File: config.mk
export PLATFORM = sky130hd
export DESIGN_NAME = exec_group
export DESIGN_NICKNAME = d
export VERILOG_FILES = /design/src/exec_pkg.sv /design/src/sub_unit.sv /design/src/return_stack.sv /design/src/exec_group.sv
export SDC_FILE = /design/constraint.sdc
export NUM_CORES = 1
export LEC_CHECK = 0
export BUFFER_PORTS_ARGS = -buffer_cell sky130_fd_sc_hd__buf_2
export CAP_MARGIN = 20
export CORE_MARGIN = 5
export CORE_UTILIZATION = 53
export DETAILED_ROUTE_END_ITERATION = 12
export GPL_ROUTABILITY_DRIVEN = 0
export PLACE_DENSITY = 0.75
export SETUP_SLACK_MARGIN = 0.2
export SLEW_MARGIN = 30
export SYNTH_ARGS = -nofsm -noshare
export SYNTH_HDL_FRONTEND = slang
export SYNTH_SLANG_ARGS = --single-unit
File: constraint.sdc
create_clock -name clk -period 8.56 [get_ports clk]
set_input_delay 0.428 -clock clk [delete_from_list [all_inputs] [get_ports clk]]
set_output_delay 0.428 -clock clk [all_outputs]
set_load 0.02 [all_outputs]
File: src/exec_pkg.sv
package exec_pkg;

  // operation select codes, one-hot except OP_NONE, which is all zero
  typedef enum logic [7:0] {
    OP_NONE        = 8'h00,
    OP_RETURN      = 8'h01,
    OP_HALT        = 8'h02,
    OP_LIT_SUB     = 8'h04,
    OP_LIT_XOR     = 8'h08,
    OP_FILE_SUB    = 8'h10,
    OP_FILE_XOR    = 8'h20,
    OP_NIBBLE_SWAP = 8'h40
  } op_t;

  // sequencer states, one-hot
  typedef enum logic [3:0] {
    ST_IDLE   = 4'h1,
    ST_RET2   = 4'h2,
    ST_SLEEP  = 4'h4,
    ST_UNUSED = 4'h8
  } state_t;

  typedef struct packed {
    logic carry;
    logic half_borrow_flag;
    logic zero;
  } flags_t;

  typedef struct packed {
    logic       valid;
    op_t        op;
    logic [7:0] literal;
    logic [6:0] file_addr;
    logic       dest;
  } instr_t;

  localparam int          DATA_W         = 8;
  localparam int          ADDR_W         = 7;
  localparam int          PC_W           = 13;
  localparam int          STACK_DEPTH    = 8;
  localparam logic [7:0]  ACC_RESET      = 8'h00;
  localparam logic [7:0]  WATCHDOG_CLEAR = 8'h00;
  localparam logic        DEST_ACC       = 1'b0;
  localparam logic        DEST_FILE      = 1'b1;
  localparam int          RETURN_CYCLES  = 2;
  localparam int          NIBBLE_LO      = 0;
  localparam int          NIBBLE_HI      = 4;

endpackage

File: src/sub_unit.sv
`timescale 1ns/1ps
module sub_unit #(
  parameter int W = 8
) (
  // operands
  input  wire logic [W-1:0] minuend,
  input  wire logic [W-1:0] subtrahend,
  // result
  output logic [W-1:0]      diff,
  output exec_pkg::flags_t  flags
);
  logic [W:0] full;
  logic [4:0] low;

  assign full = {1'b0, minuend} - {1'b0, subtrahend};
  assign low  = {1'b0, minuend[3:0]} - {1'b0, subtrahend[3:0]};
  assign diff = full[W-1:0];
  // no borrow means carry set
  assign flags = {~full[W], ~low[4], (full[W-1:0] == '0)};
endmodule

File: src/return_stack.sv
`timescale 1ns/1ps
module return_stack #(
  parameter int DEPTH = 8,
  parameter int PCW   = 13
) (
  // clock and reset
  input  wire logic           clk,
  input  wire logic           resetn,
  // push from call logic outside
  input  wire logic           push,
  input  wire logic [PCW-1:0] push_pc,
  // pop
  input  wire logic           pop,
  output logic [PCW-1:0]      stack_head
);
  localparam int PW = $clog2(DEPTH);
  logic [PCW-1:0] mem [DEPTH];
  logic [PW-1:0]  ptr_reg;

  // circular, as the hardware stack wraps on overflow
  assign stack_head = mem[PW'(ptr_reg - 1'b1)];

  always_ff @(posedge clk) begin
    if (!resetn) begin
      ptr_reg <= '0;
    end else if (push) begin
      ptr_reg <= PW'(ptr_reg + 1'b1);
    end else if (pop) begin
      ptr_reg <= PW'(ptr_reg - 1'b1);
    end
  end

  always_ff @(posedge clk) begin
    if (push) begin
      mem[ptr_reg] <= push_pc;
    end
  end
endmodule

File: src/exec_group.sv
// Operation
// - return pops stack into pc, two cycles
// - halt clears powerdown bit, sets expiry bit
// - halt clears watchdog count and prescaler
// - halt enters sleep, oscillator stopped, no issue
// - literal minus acc into acc, C DC Z
// - literal xor acc into acc, Z only
// - file minus acc, C DC Z
// - file xor acc, Z only
// - nibble exchange of file, no flags
// - dest 0 to acc, 1 to file
`timescale 1ns/1ps
module exec_group #(
  parameter int STACK_DEPTH = exec_pkg::STACK_DEPTH,
  parameter int PC_W        = exec_pkg::PC_W
) (
  // clock and reset
  input  wire logic                            clk,
  input  wire logic                            resetn,
  // instruction issue
  input  wire exec_pkg::instr_t                instr,
  output logic                                 issue_ready,
  // file register access
  input  wire logic [exec_pkg::DATA_W-1:0]     file_rdata,
  output logic [exec_pkg::ADDR_W-1:0]          file_addr,
  output logic                                 file_we,
  output logic [exec_pkg::DATA_W-1:0]          file_wdata,
  // stack push from call logic
  input  wire logic                            stack_push,
  input  wire logic [PC_W-1:0]                 stack_push_pc,
  // program counter load
  output logic                                 pc_load,
  output logic [PC_W-1:0]                      pc_value,
  // accumulator and status
  output logic [exec_pkg::DATA_W-1:0]          acc_reg,
  output exec_pkg::flags_t                     flags_reg,
  output logic                                 powerdown_bit,
  output logic                                 expiry_status_bit,
  // watchdog and oscillator control
  output logic                                 watchdog_clear,
  output logic                                 prescaler_clear,
  output logic                                 osc_stop,
  // wake from sleep, from the wake-up logic outside
  input  wire logic                            wake
);
  exec_pkg::state_t          state_reg;
  exec_pkg::state_t          state_next;
  logic [exec_pkg::DATA_W-1:0] sub_a;
  logic [exec_pkg::DATA_W-1:0] sub_res;
  exec_pkg::flags_t            sub_flags;
  logic [exec_pkg::DATA_W-1:0] result;
  logic [PC_W-1:0]             head;
  logic                        take;
  logic                        is_file_op;
  logic                        writes_flags_full;
  logic                        writes_zero;

  assign take = instr.valid && issue_ready;
  assign is_file_op = instr.op inside {exec_pkg::OP_FILE_SUB, exec_pkg::OP_FILE_XOR,
                                       exec_pkg::OP_NIBBLE_SWAP};
  assign file_addr = instr.file_addr;

  // one subtractor shared by both subtract forms
  assign sub_a = (instr.op == exec_pkg::OP_LIT_SUB) ? instr.literal : file_rdata;

  sub_unit #(
    .W (exec_pkg::DATA_W)
  ) u_sub (
    .minuend    (sub_a),
    .subtrahend (acc_reg),
    .diff       (sub_res),
    .flags      (sub_flags)
  );

  return_stack #(
    .DEPTH (STACK_DEPTH),
    .PCW   (PC_W)
  ) u_stack (
    .clk        (clk),
    .resetn     (resetn),
    .push       (stack_push),
    .push_pc    (stack_push_pc),
    .pop        (take && instr.op == exec_pkg::OP_RETURN),
    .stack_head (head)
  );

  always_comb begin
    result            = acc_reg;
    writes_flags_full = 1'b0;
    writes_zero       = 1'b0;
    case (instr.op)
      exec_pkg::OP_LIT_SUB, exec_pkg::OP_FILE_SUB: begin
        result            = sub_res;
        writes_flags_full = 1'b1;
      end
      exec_pkg::OP_LIT_XOR: begin
        result      = acc_reg ^ instr.literal;
        writes_zero = 1'b1;
      end
      exec_pkg::OP_FILE_XOR: begin
        result      = acc_reg ^ file_rdata;
        writes_zero = 1'b1;
      end
      exec_pkg::OP_NIBBLE_SWAP: begin
        result = {file_rdata[exec_pkg::NIBBLE_LO +: 4], file_rdata[exec_pkg::NIBBLE_HI +: 4]};
      end
      default: begin
        result = acc_reg;
      end
    endcase
  end

  // sequencer
  assign issue_ready = (state_reg == exec_pkg::ST_IDLE);

  always_comb begin
    state_next = state_reg;
    case (state_reg)
      exec_pkg::ST_IDLE: begin
        if (take && instr.op == exec_pkg::OP_RETURN) begin
          state_next = exec_pkg::ST_RET2;
        end else if (take && instr.op == exec_pkg::OP_HALT) begin
          state_next = exec_pkg::ST_SLEEP;
        end
      end
      exec_pkg::ST_RET2: begin
        state_next = exec_pkg::ST_IDLE;
      end
      exec_pkg::ST_SLEEP: begin
        if (wake) begin
          state_next = exec_pkg::ST_IDLE;
        end
      end
      default: begin
        state_next = exec_pkg::ST_IDLE;
      end
    endcase
  end

  always_ff @(posedge clk) begin
    if (!resetn) begin
      state_reg <= exec_pkg::ST_IDLE;
    end else begin
      state_reg <= state_next;
    end
  end

  // program counter load in the second return cycle
  always_ff @(posedge clk) begin
    if (!resetn) begin
      pc_load  <= 1'b0;
      pc_value <= '0;
    end else begin
      pc_load <= take && instr.op == exec_pkg::OP_RETURN;
      if (take && instr.op == exec_pkg::OP_RETURN) begin
        pc_value <= head;
      end
    end
  end

  // accumulator and file write
  // write address is not held here: the file side latches file_addr at issue
  always_ff @(posedge clk) begin
    if (!resetn) begin
      acc_reg    <= exec_pkg::ACC_RESET;
      file_we    <= 1'b0;
      file_wdata <= '0;
    end else begin
      file_we <= 1'b0;
      if (take && (instr.op == exec_pkg::OP_LIT_SUB || instr.op == exec_pkg::OP_LIT_XOR)) begin
        acc_reg <= result;
      end else if (take && is_file_op) begin
        if (instr.dest == exec_pkg::DEST_FILE) begin
          file_we    <= 1'b1;
          file_wdata <= result;
        end else begin
          acc_reg <= result;
        end
      end
    end
  end

  // flags: return, halt and swap leave them alone
  always_ff @(posedge clk) begin
    if (!resetn) begin
      flags_reg <= '0;
    end else if (take && writes_flags_full) begin
      flags_reg <= sub_flags;
    end else if (take && writes_zero) begin
      flags_reg.zero <= (result == '0);
    end
  end

  // power status, active-low bits idle high
  always_ff @(posedge clk) begin
    if (!resetn) begin
      powerdown_bit     <= 1'b1;
      expiry_status_bit <= 1'b1;
    end else if (take && instr.op == exec_pkg::OP_HALT) begin
      powerdown_bit     <= 1'b0;
      expiry_status_bit <= 1'b1;
    end
  end

  // watchdog clear is a pulse for the external counter
  always_ff @(posedge clk) begin
    if (!resetn) begin
      watchdog_clear  <= 1'b0;
      prescaler_clear <= 1'b0;
    end else begin
      watchdog_clear  <= take && instr.op == exec_pkg::OP_HALT;
      prescaler_clear <= take && instr.op == exec_pkg::OP_HALT;
    end
  end

  assign osc_stop = (state_reg == exec_pkg::ST_SLEEP);

  a_return_two_cycles: assert property (@(posedge clk) disable iff (!resetn)
    take && instr.op == exec_pkg::OP_RETURN |=> !issue_ready && pc_load ##1 issue_ready)
    else $error("return did not take two cycles");
  a_return_pc_head: assert property (@(posedge clk) disable iff (!resetn)
    take && instr.op == exec_pkg::OP_RETURN |=> pc_value == $past(head))
    else $error("pc not loaded from stack head");
  a_halt_status: assert property (@(posedge clk) disable iff (!resetn)
    take && instr.op == exec_pkg::OP_HALT |=> !powerdown_bit && expiry_status_bit)
    else $error("halt status bits wrong");
  a_halt_watchdog: assert property (@(posedge clk) disable iff (!resetn)
    take && instr.op == exec_pkg::OP_HALT |=> watchdog_clear && prescaler_clear)
    else $error("watchdog not cleared on halt");
  a_sleep_no_issue: assert property (@(posedge clk) disable iff (!resetn)
    osc_stop |=> $stable(acc_reg) && $stable(flags_reg) && !file_we && !pc_load)
    else $error("work done while asleep");
  a_lit_sub_acc: assert property (@(posedge clk) disable iff (!resetn)
    take && instr.op == exec_pkg::OP_LIT_SUB |=>
      acc_reg == 8'($past(instr.literal) - $past(acc_reg)) && flags_reg.zero == (acc_reg == 8'h00))
    else $error("literal subtract wrong");
  a_lit_xor_acc: assert property (@(posedge clk) disable iff (!resetn)
    take && instr.op == exec_pkg::OP_LIT_XOR |=>
      acc_reg == ($past(instr.literal) ^ $past(acc_reg)) && flags_reg.carry == $past(flags_reg.carry))
    else $error("literal xor wrong");
  a_file_sub_carry: assert property (@(posedge clk) disable iff (!resetn)
    take && instr.op == exec_pkg::OP_FILE_SUB |=> flags_reg.carry == ($past(file_rdata) >= $past(acc_reg)))
    else $error("file subtract carry wrong");
  a_file_xor_flags: assert property (@(posedge clk) disable iff (!resetn)
    take && instr.op == exec_pkg::OP_FILE_XOR |=> flags_reg.half_borrow_flag == $past(flags_reg.half_borrow_flag))
    else $error("file xor touched digit flag");
  a_swap_result: assert property (@(posedge clk) disable iff (!resetn)
    take && instr.op == exec_pkg::OP_NIBBLE_SWAP && instr.dest |=>
      file_wdata == {$past(file_rdata[3:0]), $past(file_rdata[7:4])} && flags_reg == $past(flags_reg))
    else $error("nibble exchange wrong");
  a_dest_select: assert property (@(posedge clk) disable iff (!resetn)
    take && is_file_op && instr.dest == exec_pkg::DEST_ACC |=> !file_we)
    else $error("file written with dest 0");
  a_half_borrow: assert property (@(posedge clk) disable iff (!resetn)
    take && instr.op == exec_pkg::OP_FILE_SUB |=>
      flags_reg.half_borrow_flag == ($past(file_rdata[3:0]) >= $past(acc_reg[3:0])))
    else $error("digit flag wrong");

  // data values and what must stay put
  a_return_flags: assert property (@(posedge clk) disable iff (!resetn)
    take && instr.op == exec_pkg::OP_RETURN |=> flags_reg == $past(flags_reg) && acc_reg == $past(acc_reg))
    else $error("return touched flags or acc");
  a_pc_load_pulse: assert property (@(posedge clk) disable iff (!resetn)
    pc_load |=> !pc_load)
    else $error("pc load longer than one cycle");
  a_halt_keeps_data: assert property (@(posedge clk) disable iff (!resetn)
    take && instr.op == exec_pkg::OP_HALT |=> flags_reg == $past(flags_reg) && acc_reg == $past(acc_reg))
    else $error("halt touched flags or acc");
  a_clear_pulse: assert property (@(posedge clk) disable iff (!resetn)
    watchdog_clear |=> !watchdog_clear && !prescaler_clear)
    else $error("watchdog clear longer than one cycle");
  a_sleep_until_wake: assert property (@(posedge clk) disable iff (!resetn)
    osc_stop && !wake |=> osc_stop)
    else $error("left sleep without wake");
  a_lit_sub_flags: assert property (@(posedge clk) disable iff (!resetn)
    take && instr.op == exec_pkg::OP_LIT_SUB |=>
      flags_reg.carry == ($past(instr.literal) >= $past(acc_reg))
      && flags_reg.half_borrow_flag == ($past(instr.literal[3:0]) >= $past(acc_reg[3:0])))
    else $error("literal subtract flags wrong");
  a_file_sub_value: assert property (@(posedge clk) disable iff (!resetn)
    take && instr.op == exec_pkg::OP_FILE_SUB && instr.dest == exec_pkg::DEST_FILE |=>
      file_we && file_wdata == 8'($past(file_rdata) - $past(acc_reg)))
    else $error("file subtract result wrong");
  a_file_xor_value: assert property (@(posedge clk) disable iff (!resetn)
    take && instr.op == exec_pkg::OP_FILE_XOR && instr.dest == exec_pkg::DEST_ACC |=>
      acc_reg == ($past(acc_reg) ^ $past(file_rdata)) && flags_reg.zero == (acc_reg == 8'h00))
    else $error("file xor result wrong");
  a_swap_to_acc: assert property (@(posedge clk) disable iff (!resetn)
    take && instr.op == exec_pkg::OP_NIBBLE_SWAP && instr.dest == exec_pkg::DEST_ACC |=>
      acc_reg == {$past(file_rdata[3:0]), $past(file_rdata[7:4])} && !file_we)
    else $error("nibble exchange to acc wrong");
  a_none_no_effect: assert property (@(posedge clk) disable iff (!resetn)
    take && instr.op == exec_pkg::OP_NONE |=>
      !file_we && acc_reg == $past(acc_reg) && flags_reg == $past(flags_reg))
    else $error("empty operation had an effect");
  a_sub_zero_flag: assert property (@(posedge clk) disable iff (!resetn)
    take && instr.op == exec_pkg::OP_FILE_SUB && instr.dest == exec_pkg::DEST_FILE |=>
      flags_reg.zero == (file_wdata == 8'h00))
    else $error("subtract zero flag wrong");

  c_return: cover property (@(posedge clk) take && instr.op == exec_pkg::OP_RETURN);
  c_sleep_wake: cover property (@(posedge clk) osc_stop ##1 wake);
  c_sub_zero: cover property (@(posedge clk) take && instr.op == exec_pkg::OP_FILE_SUB ##1 flags_reg.zero);
  c_swap_file: cover property (@(posedge clk) take && instr.op == exec_pkg::OP_NIBBLE_SWAP && instr.dest);
  c_halt_take: cover property (@(posedge clk) take && instr.op == exec_pkg::OP_HALT);
endmodule

### Word-level counts from Yosys, hierarchy flattened

Memory sizes are Yosys's and may differ from the RTL's. A register that Yosys moved wholly into a read port is not among the register bits.
Cells that the tools add are included.

* bitwise logic cells: 7
* reduce and logical (&&, ||, !) cells: 21
* equal/unequal tests: 12
* shift operators: 0
* multiplexer cells: 18
* multipliers: 0
* magnitude comparators: 0
* add/sub/neg operators: 4
* div/mod/pow operators: 0

Operators by type and width (number)
* $mux 8: 4
* $pmux 8 s4: 1
* $logic_not 8->1: 2
* $xor 8x8->8: 2
* $mux 4: 3
* $sub 8x8->9: 1
* $eq 8x1->1 const B: 1
* $eq 8x2->1 const B: 1
* $eq 8x3->1 const B: 1
* $eq 8x4->1 const B: 1
* $eq 8x5->1 const B: 1
* $eq 8x6->1 const B: 1
* $eq 8x7->1 const B: 1
* $pmux 4 s2: 1
* $logic_and 1x1->1: 7
* $mux 1: 7
* $mux 3: 2
* $reduce_bool 2->1: 3
* $not 1->1: 5
* $sub 4x4->5: 1
* $eq 4x1->1 const B: 1
* $eq 4x3->1 const B: 1
* $ne 2x1->1 const B: 2
* $reduce_and 2->1: 2
* 9 further kinds: 10

* RAM bits: 104
* output and inout bits: 47
* latch bits: 0
* memories: 1
* ROM bits: 0
* register bits: 30

Memories
* u_stack.mem: depth 8, bits a word 13, read ports 1, clocked after memory_dff 1, write ports 1, line return_stack.sv:17 `logic [PCW-1:0] mem [DEPTH];`

### Logic depth before layout (Yosys ltp)

* depth in word-level cells: 7
* mapped depth: 15
* mapped depth without buffers: 14

### By module

Synthesis repeated with hierarchy kept, for this count alone.

* cell total of the unflattened synthesis: 595
* area, all modules: 6981.7 um2

By module, submodules not included
* return_stack: sequential area each 3183.1 um2, cells each 272, instances 1, area each 4349.2 um2
* exec_group: sequential area each 780.7 um2, cells each 271, instances 1, area each 2250.9 um2
* sub_unit: sequential area each 0.0 um2, cells each 52, instances 1, area each 381.6 um2

### Least setup slack after synthesis

No wires, ideal clock.

* kind: input port to flip-flop
* start: input instr[19] (netlist name)
* end: register flags_reg[0] (netlist name)
* stages on the path: 15
* data required time: 8.490 ns
* slack: 4.661 ns
* arrival time: 3.830 ns
* buffers on the path: 1
* library setup time: 0.070 ns
* cells stage by stage: buf_6 > or4_1 > nor2_1 > nand3_1 > mux2i_1 > ha_1 > fa_1 > nand2b_1 > a211oi_1 > o31a_1 > nor3_1 > a221o_1 > o41ai_1 > nand4_1 > a21oi_1

* cells in the longest elaborated chain, start to end: 7

Ends and longest elaborated chain
* start, declared: line exec_group.sv:21 `input wire exec_pkg::instr_t instr,`
* $eq 8x3->1: line exec_group.sv:64, exec_group.sv:91
* $mux 8: line exec_group.sv:64 `assign sub_a = (instr.op == exec_pkg::OP_LIT_SUB) ? instr.literal : file_rdata;`
* $sub 8x8->9: line sub_unit.sv:15 `assign full = {1'b0, minuend} - {1'b0, subtrahend};`
* $pmux 8 s4: line exec_group.sv:91 `case (instr.op)`
* $logic_not 8->1: line exec_group.sv:190 `flags_reg.zero <= (result == '0);`
* $mux 1: line exec_group.sv:189 `end else if (take && writes_zero) begin`
* $mux 1: line exec_group.sv:187 `end else if (take && writes_flags_full) begin`
* end signal, assigned: line exec_group.sv:188 `flags_reg <= sub_flags;`
* end, declared: line exec_group.sv:36 `output exec_pkg::flags_t flags_reg,`

Several ways; a longest one is shown, not always the timed one. The select of a mux whose other input is x is not followed.
A chain may end at the register's enable or synchronous reset.

### Final worst setup path

Same ends and word-level chain as after synthesis.

==> flow_metrics.env <==
export IMPL_max_flop_register="u_stack.mem"
export IMPL_start_util_pct=53.79
export IMPL_antenna_found_initial=1
export IMPL_reg2reg_to="flags_reg[0]$_SDFFE_PN0P_"
export IMPL_netlist_area_mm2=0.006760
export IMPL_grt_pass1_vias=4461
export IMPL_min_path_type="in2reg"
export IMPL_netlist_top_cells_area="edfxtp_1 46%, dfxtp_1 12%, mux4_2 8.7%"
export IMPL_drc=0
export IMPL_internal_power_mw=1.352
export IMPL_syn_num_nets=579
export IMPL_avgViaCountPerCell=5.956
export IMPL_clkSinkCount=146
export IMPL_min_delay_start="stack_push_pc[8]"
export IMPL_clkPwrFrac_pct=46.0
export IMPL_end_kind="register"
export IMPL_core_area_mm2=0.01257
export IMPL_max_freq_mhz=249.3
export IMPL_ys_seq_area_share_pct=58.63
export IMPL_synth_common_cells="104 x edfxtp_1, 47 x nor2_1, 42 x dfxtp_1"
export IMPL_cp_cell_sequence="buf_2 > or4_1 > nor2_1 > nand3_1 > mux2i_1 > ha_1 > fa_1 > nand2b_1 > a211oi_1 > o31a_1 > nor3_1 > a221o_1 > o41ai_1 > nand4_1 > a21oi_1"
export IMPL_hold_depth=1
export IMPL_grt_max_degree=35
export IMPL_reg2reg_depth=10
export IMPL_power_frac_seq_pct=45.2
export IMPL_grt_use_total_pct=21.23
export IMPL_cp_data_arrival_time_ns=4.36
export IMPL_critical_path_class="in2reg"
export IMPL_swShare_pct=21.87
export IMPL_cp_num_buf_inv=1
export IMPL_yosysTopAreaCell="edfxtp_1"
export IMPL_pin_count=97
export IMPL_max_stage_delay_ns=0.59
export IMPL_status="finished clean"
export IMPL_drt_iter0_drc=544
export IMPL_std_cell_rows=41
export IMPL_crit_path_max_fanout=11
export IMPL_die_h_um=122.9
export IMPL_ys_ff_latch=146
export IMPL_drive_gt1_share_pct=27.69
export IMPL_skew_ns=0.008964
export IMPL_cts_htree_levels=4
export IMPL_tightest_slew_ns=0.8937
export IMPL_worstPathRequired_ns=8.91
export IMPL_setup_viol=0
export IMPL_synth_edf_count=104
export IMPL_hold_viol=0
export IMPL_crit_slowest_cell="or4_1"
export IMPL_clkLatencyLatePin_ns=0.42
export IMPL_avgSynthCellArea_um2=13.08
export IMPL_areaGrowthSynthToFinish_pct=17.23
export IMPL_dp_hpwl_um=10650
export IMPL_async_reset_ff_share_pct=0
export IMPL_antenna_left=0
export IMPL_start_kind="input port"
export IMPL_reg2reg_slack_ns=5.62
export IMPL_nNetsFinal=653
export IMPL_cts_tree="built"
export IMPL_fin_setup_tns_ns=0
export IMPL_clkTransAtPathRegs_ns=0.06
export IMPL_route_vias_total=4616
export IMPL_drv_slew=0
export IMPL_seq_area_mm2=0.003968
export IMPL_fp_dieW_um=122.9
export IMPL_synth_top_area_share_pct=46.20
export IMPL_largest_register_ffs=104
export IMPL_reg_largest_list="u_stack.mem (104), pc_value (13)"
export IMPL_clk_path_buf_depth=2
export IMPL_n_fill_cell=929
export IMPL_cts_resized=0
export IMPL_relSlewSlack_pct=39.96
export IMPL_rsz0062_at_grt="no"
export IMPL_clockRootBuffer="clkbuf_16"
export IMPL_p_switching_mw=0.3785
export IMPL_cts_setup_buffers=0
export IMPL_utilization_pct=63.06
export IMPL_fin_crit_sh_pct=46.85
export IMPL_irDropWorstVdd_uv=182.6
export IMPL_diodes=0
export IMPL_avgRoutedWirePerCell_um=19.89
export IMPL_wl_um=15420
export IMPL_p_per_area_mw_per_mm2=218.4
export IMPL_crit_family="simple AND/OR/NAND/NOR gates"
export IMPL_fin_crit_ns=4.011
export IMPL_ys_flop_type="edfxtp_1"
export IMPL_timing_rr_start="acc_reg[0]$_SDFFE_PN0P_"
export IMPL_firstDrtPassIters=6
export IMPL_worst_hold_path_endpoint="u_stack.mem[4][8]$_DFFE_PP_"
export IMPL_leakage_nw=2.865
export IMPL_netlist_instances=517
export IMPL_drv_cap=0
export IMPL_synth_distinct_cells=63
export IMPL_grt_pass1_wl_um=23950
export IMPL_port_buffers=81
export IMPL_yosysMostFrequentCell="edfxtp_1"
export IMPL_p_comb_share_pct=8.8
export IMPL_die_area_mm2=0.01511
export IMPL_yosys_warnings=0
export IMPL_cts_buffers=17
export IMPL_ctsHoldBuffers=0
export IMPL_grt_overflow_total=0
export IMPL_multi_input_area_mm2=0.002571
## power by group through the flow
stage | logic [mW] | registers [mW] | clock network [mW]
final | 0.151 | 0.782 | 0.797
after floorplan | 0.114 | 0.789 | 0
after CTS | 0.152 | 0.783 | 0.809
after detailed placement | 0.151 | 0.798 | 0
after global placement | 0.147 | 0.797 | 0
after global routing | 0.164 | 0.785 | 0.841
## how the worst max path moves through the flow
| stage | startpoint | to | slack, ns | cells after the start |
|---|---|---|---|---|
| 6_report | instr[19] | flags_reg[0]$_SDFFE_PN0P_ | 4.55 | 15 |
| 5_1_grt | instr[19] | flags_reg[0]$_SDFFE_PN0P_ | 4.25 | 15 |
| 4_1_cts | instr[19] | flags_reg[0]$_SDFFE_PN0P_ | 4.64 | 15 |
| 3_5_place_dp | instr[19] | flags_reg[0]$_SDFFE_PN0P_ | 4.21 | 15 |
| 3_3_place_gp | instr[19] | flags_reg[0]$_SDFFE_PN0P_ | 4.38 | 15 |
| 2_1_floorplan | instr[19] | flags_reg[0]$_SDFFE_PN0P_ | 4.66 | 15 |
## kinds of logic after synthesis
logic type	share of synthesized area, %
adder cells (fa/ha/maj)	2.332
multiplexers	13.09
buffers and inverters	3.609
flip-flops	58.63
AO/OA/AOI/OAI	9.310
AND/OR/NAND/NOR	10.77
XOR/XNOR	2.203
other	0.05547
## per-layer routing
layer | share of wire (%) | global-route usage (%) | vias to the layer above | routed length, um
li1 | - | - | 2114 | -
met1 | 41 | 27.25 | 2239 | 6312
met2 | 49 | 34.51 | 211 | 7482
met3 | 7.0 | 4.620 | 50 | 1081
met4 | 3.5 | 10.15 | 2 | 533
met5 | 0.045 | 0 | - | 7
## cells in the final DEF, fill, tap and decap left out, types with 13 or more instances in the layout
master | Yosys | routed
a211oi_1 | 19 | 19
a21oi_1 | 19 | 19
buf_2 | 6 | 81
clkbuf_16 | 0 | 17
dfxtp_1 | 42 | 41
edfxtp_1 | 104 | 104
inv_1 | 13 | 13
mux2i_1 | 22 | 22
mux4_2 | 26 | 26
nand2_1 | 37 | 37
nor2_1 | 47 | 46
o21ai_0 | 17 | 17
xnor2_1 | 14 | 14
## area by class of cell
cell class                 count  area share, %
sequential                   146          50.06
timing repair buffer          91          6.063
clock buffer                  17          5.368
multi-input combinational    321          32.44
inverter                      14         0.6631
tap                          172          2.715
clock inverter                14          2.684
## through the flow
stage                     total power, mW  hold slack [ns]  worst slack, ns  std cells  cell area [um^2]
after floorplan                    0.9035           0.4928            4.661        517              6760
after global placement             0.9433           0.4465            4.377        744              7284
after detailed placement           0.9489           0.4456            4.212        744              7287
after CTS                           1.744           0.2573            4.635        775              7925
after global routing                1.789           0.2704            4.252        775              7925
final                               1.731           0.2770            4.549        775              7925
Power figures use the tool's default switching activity.
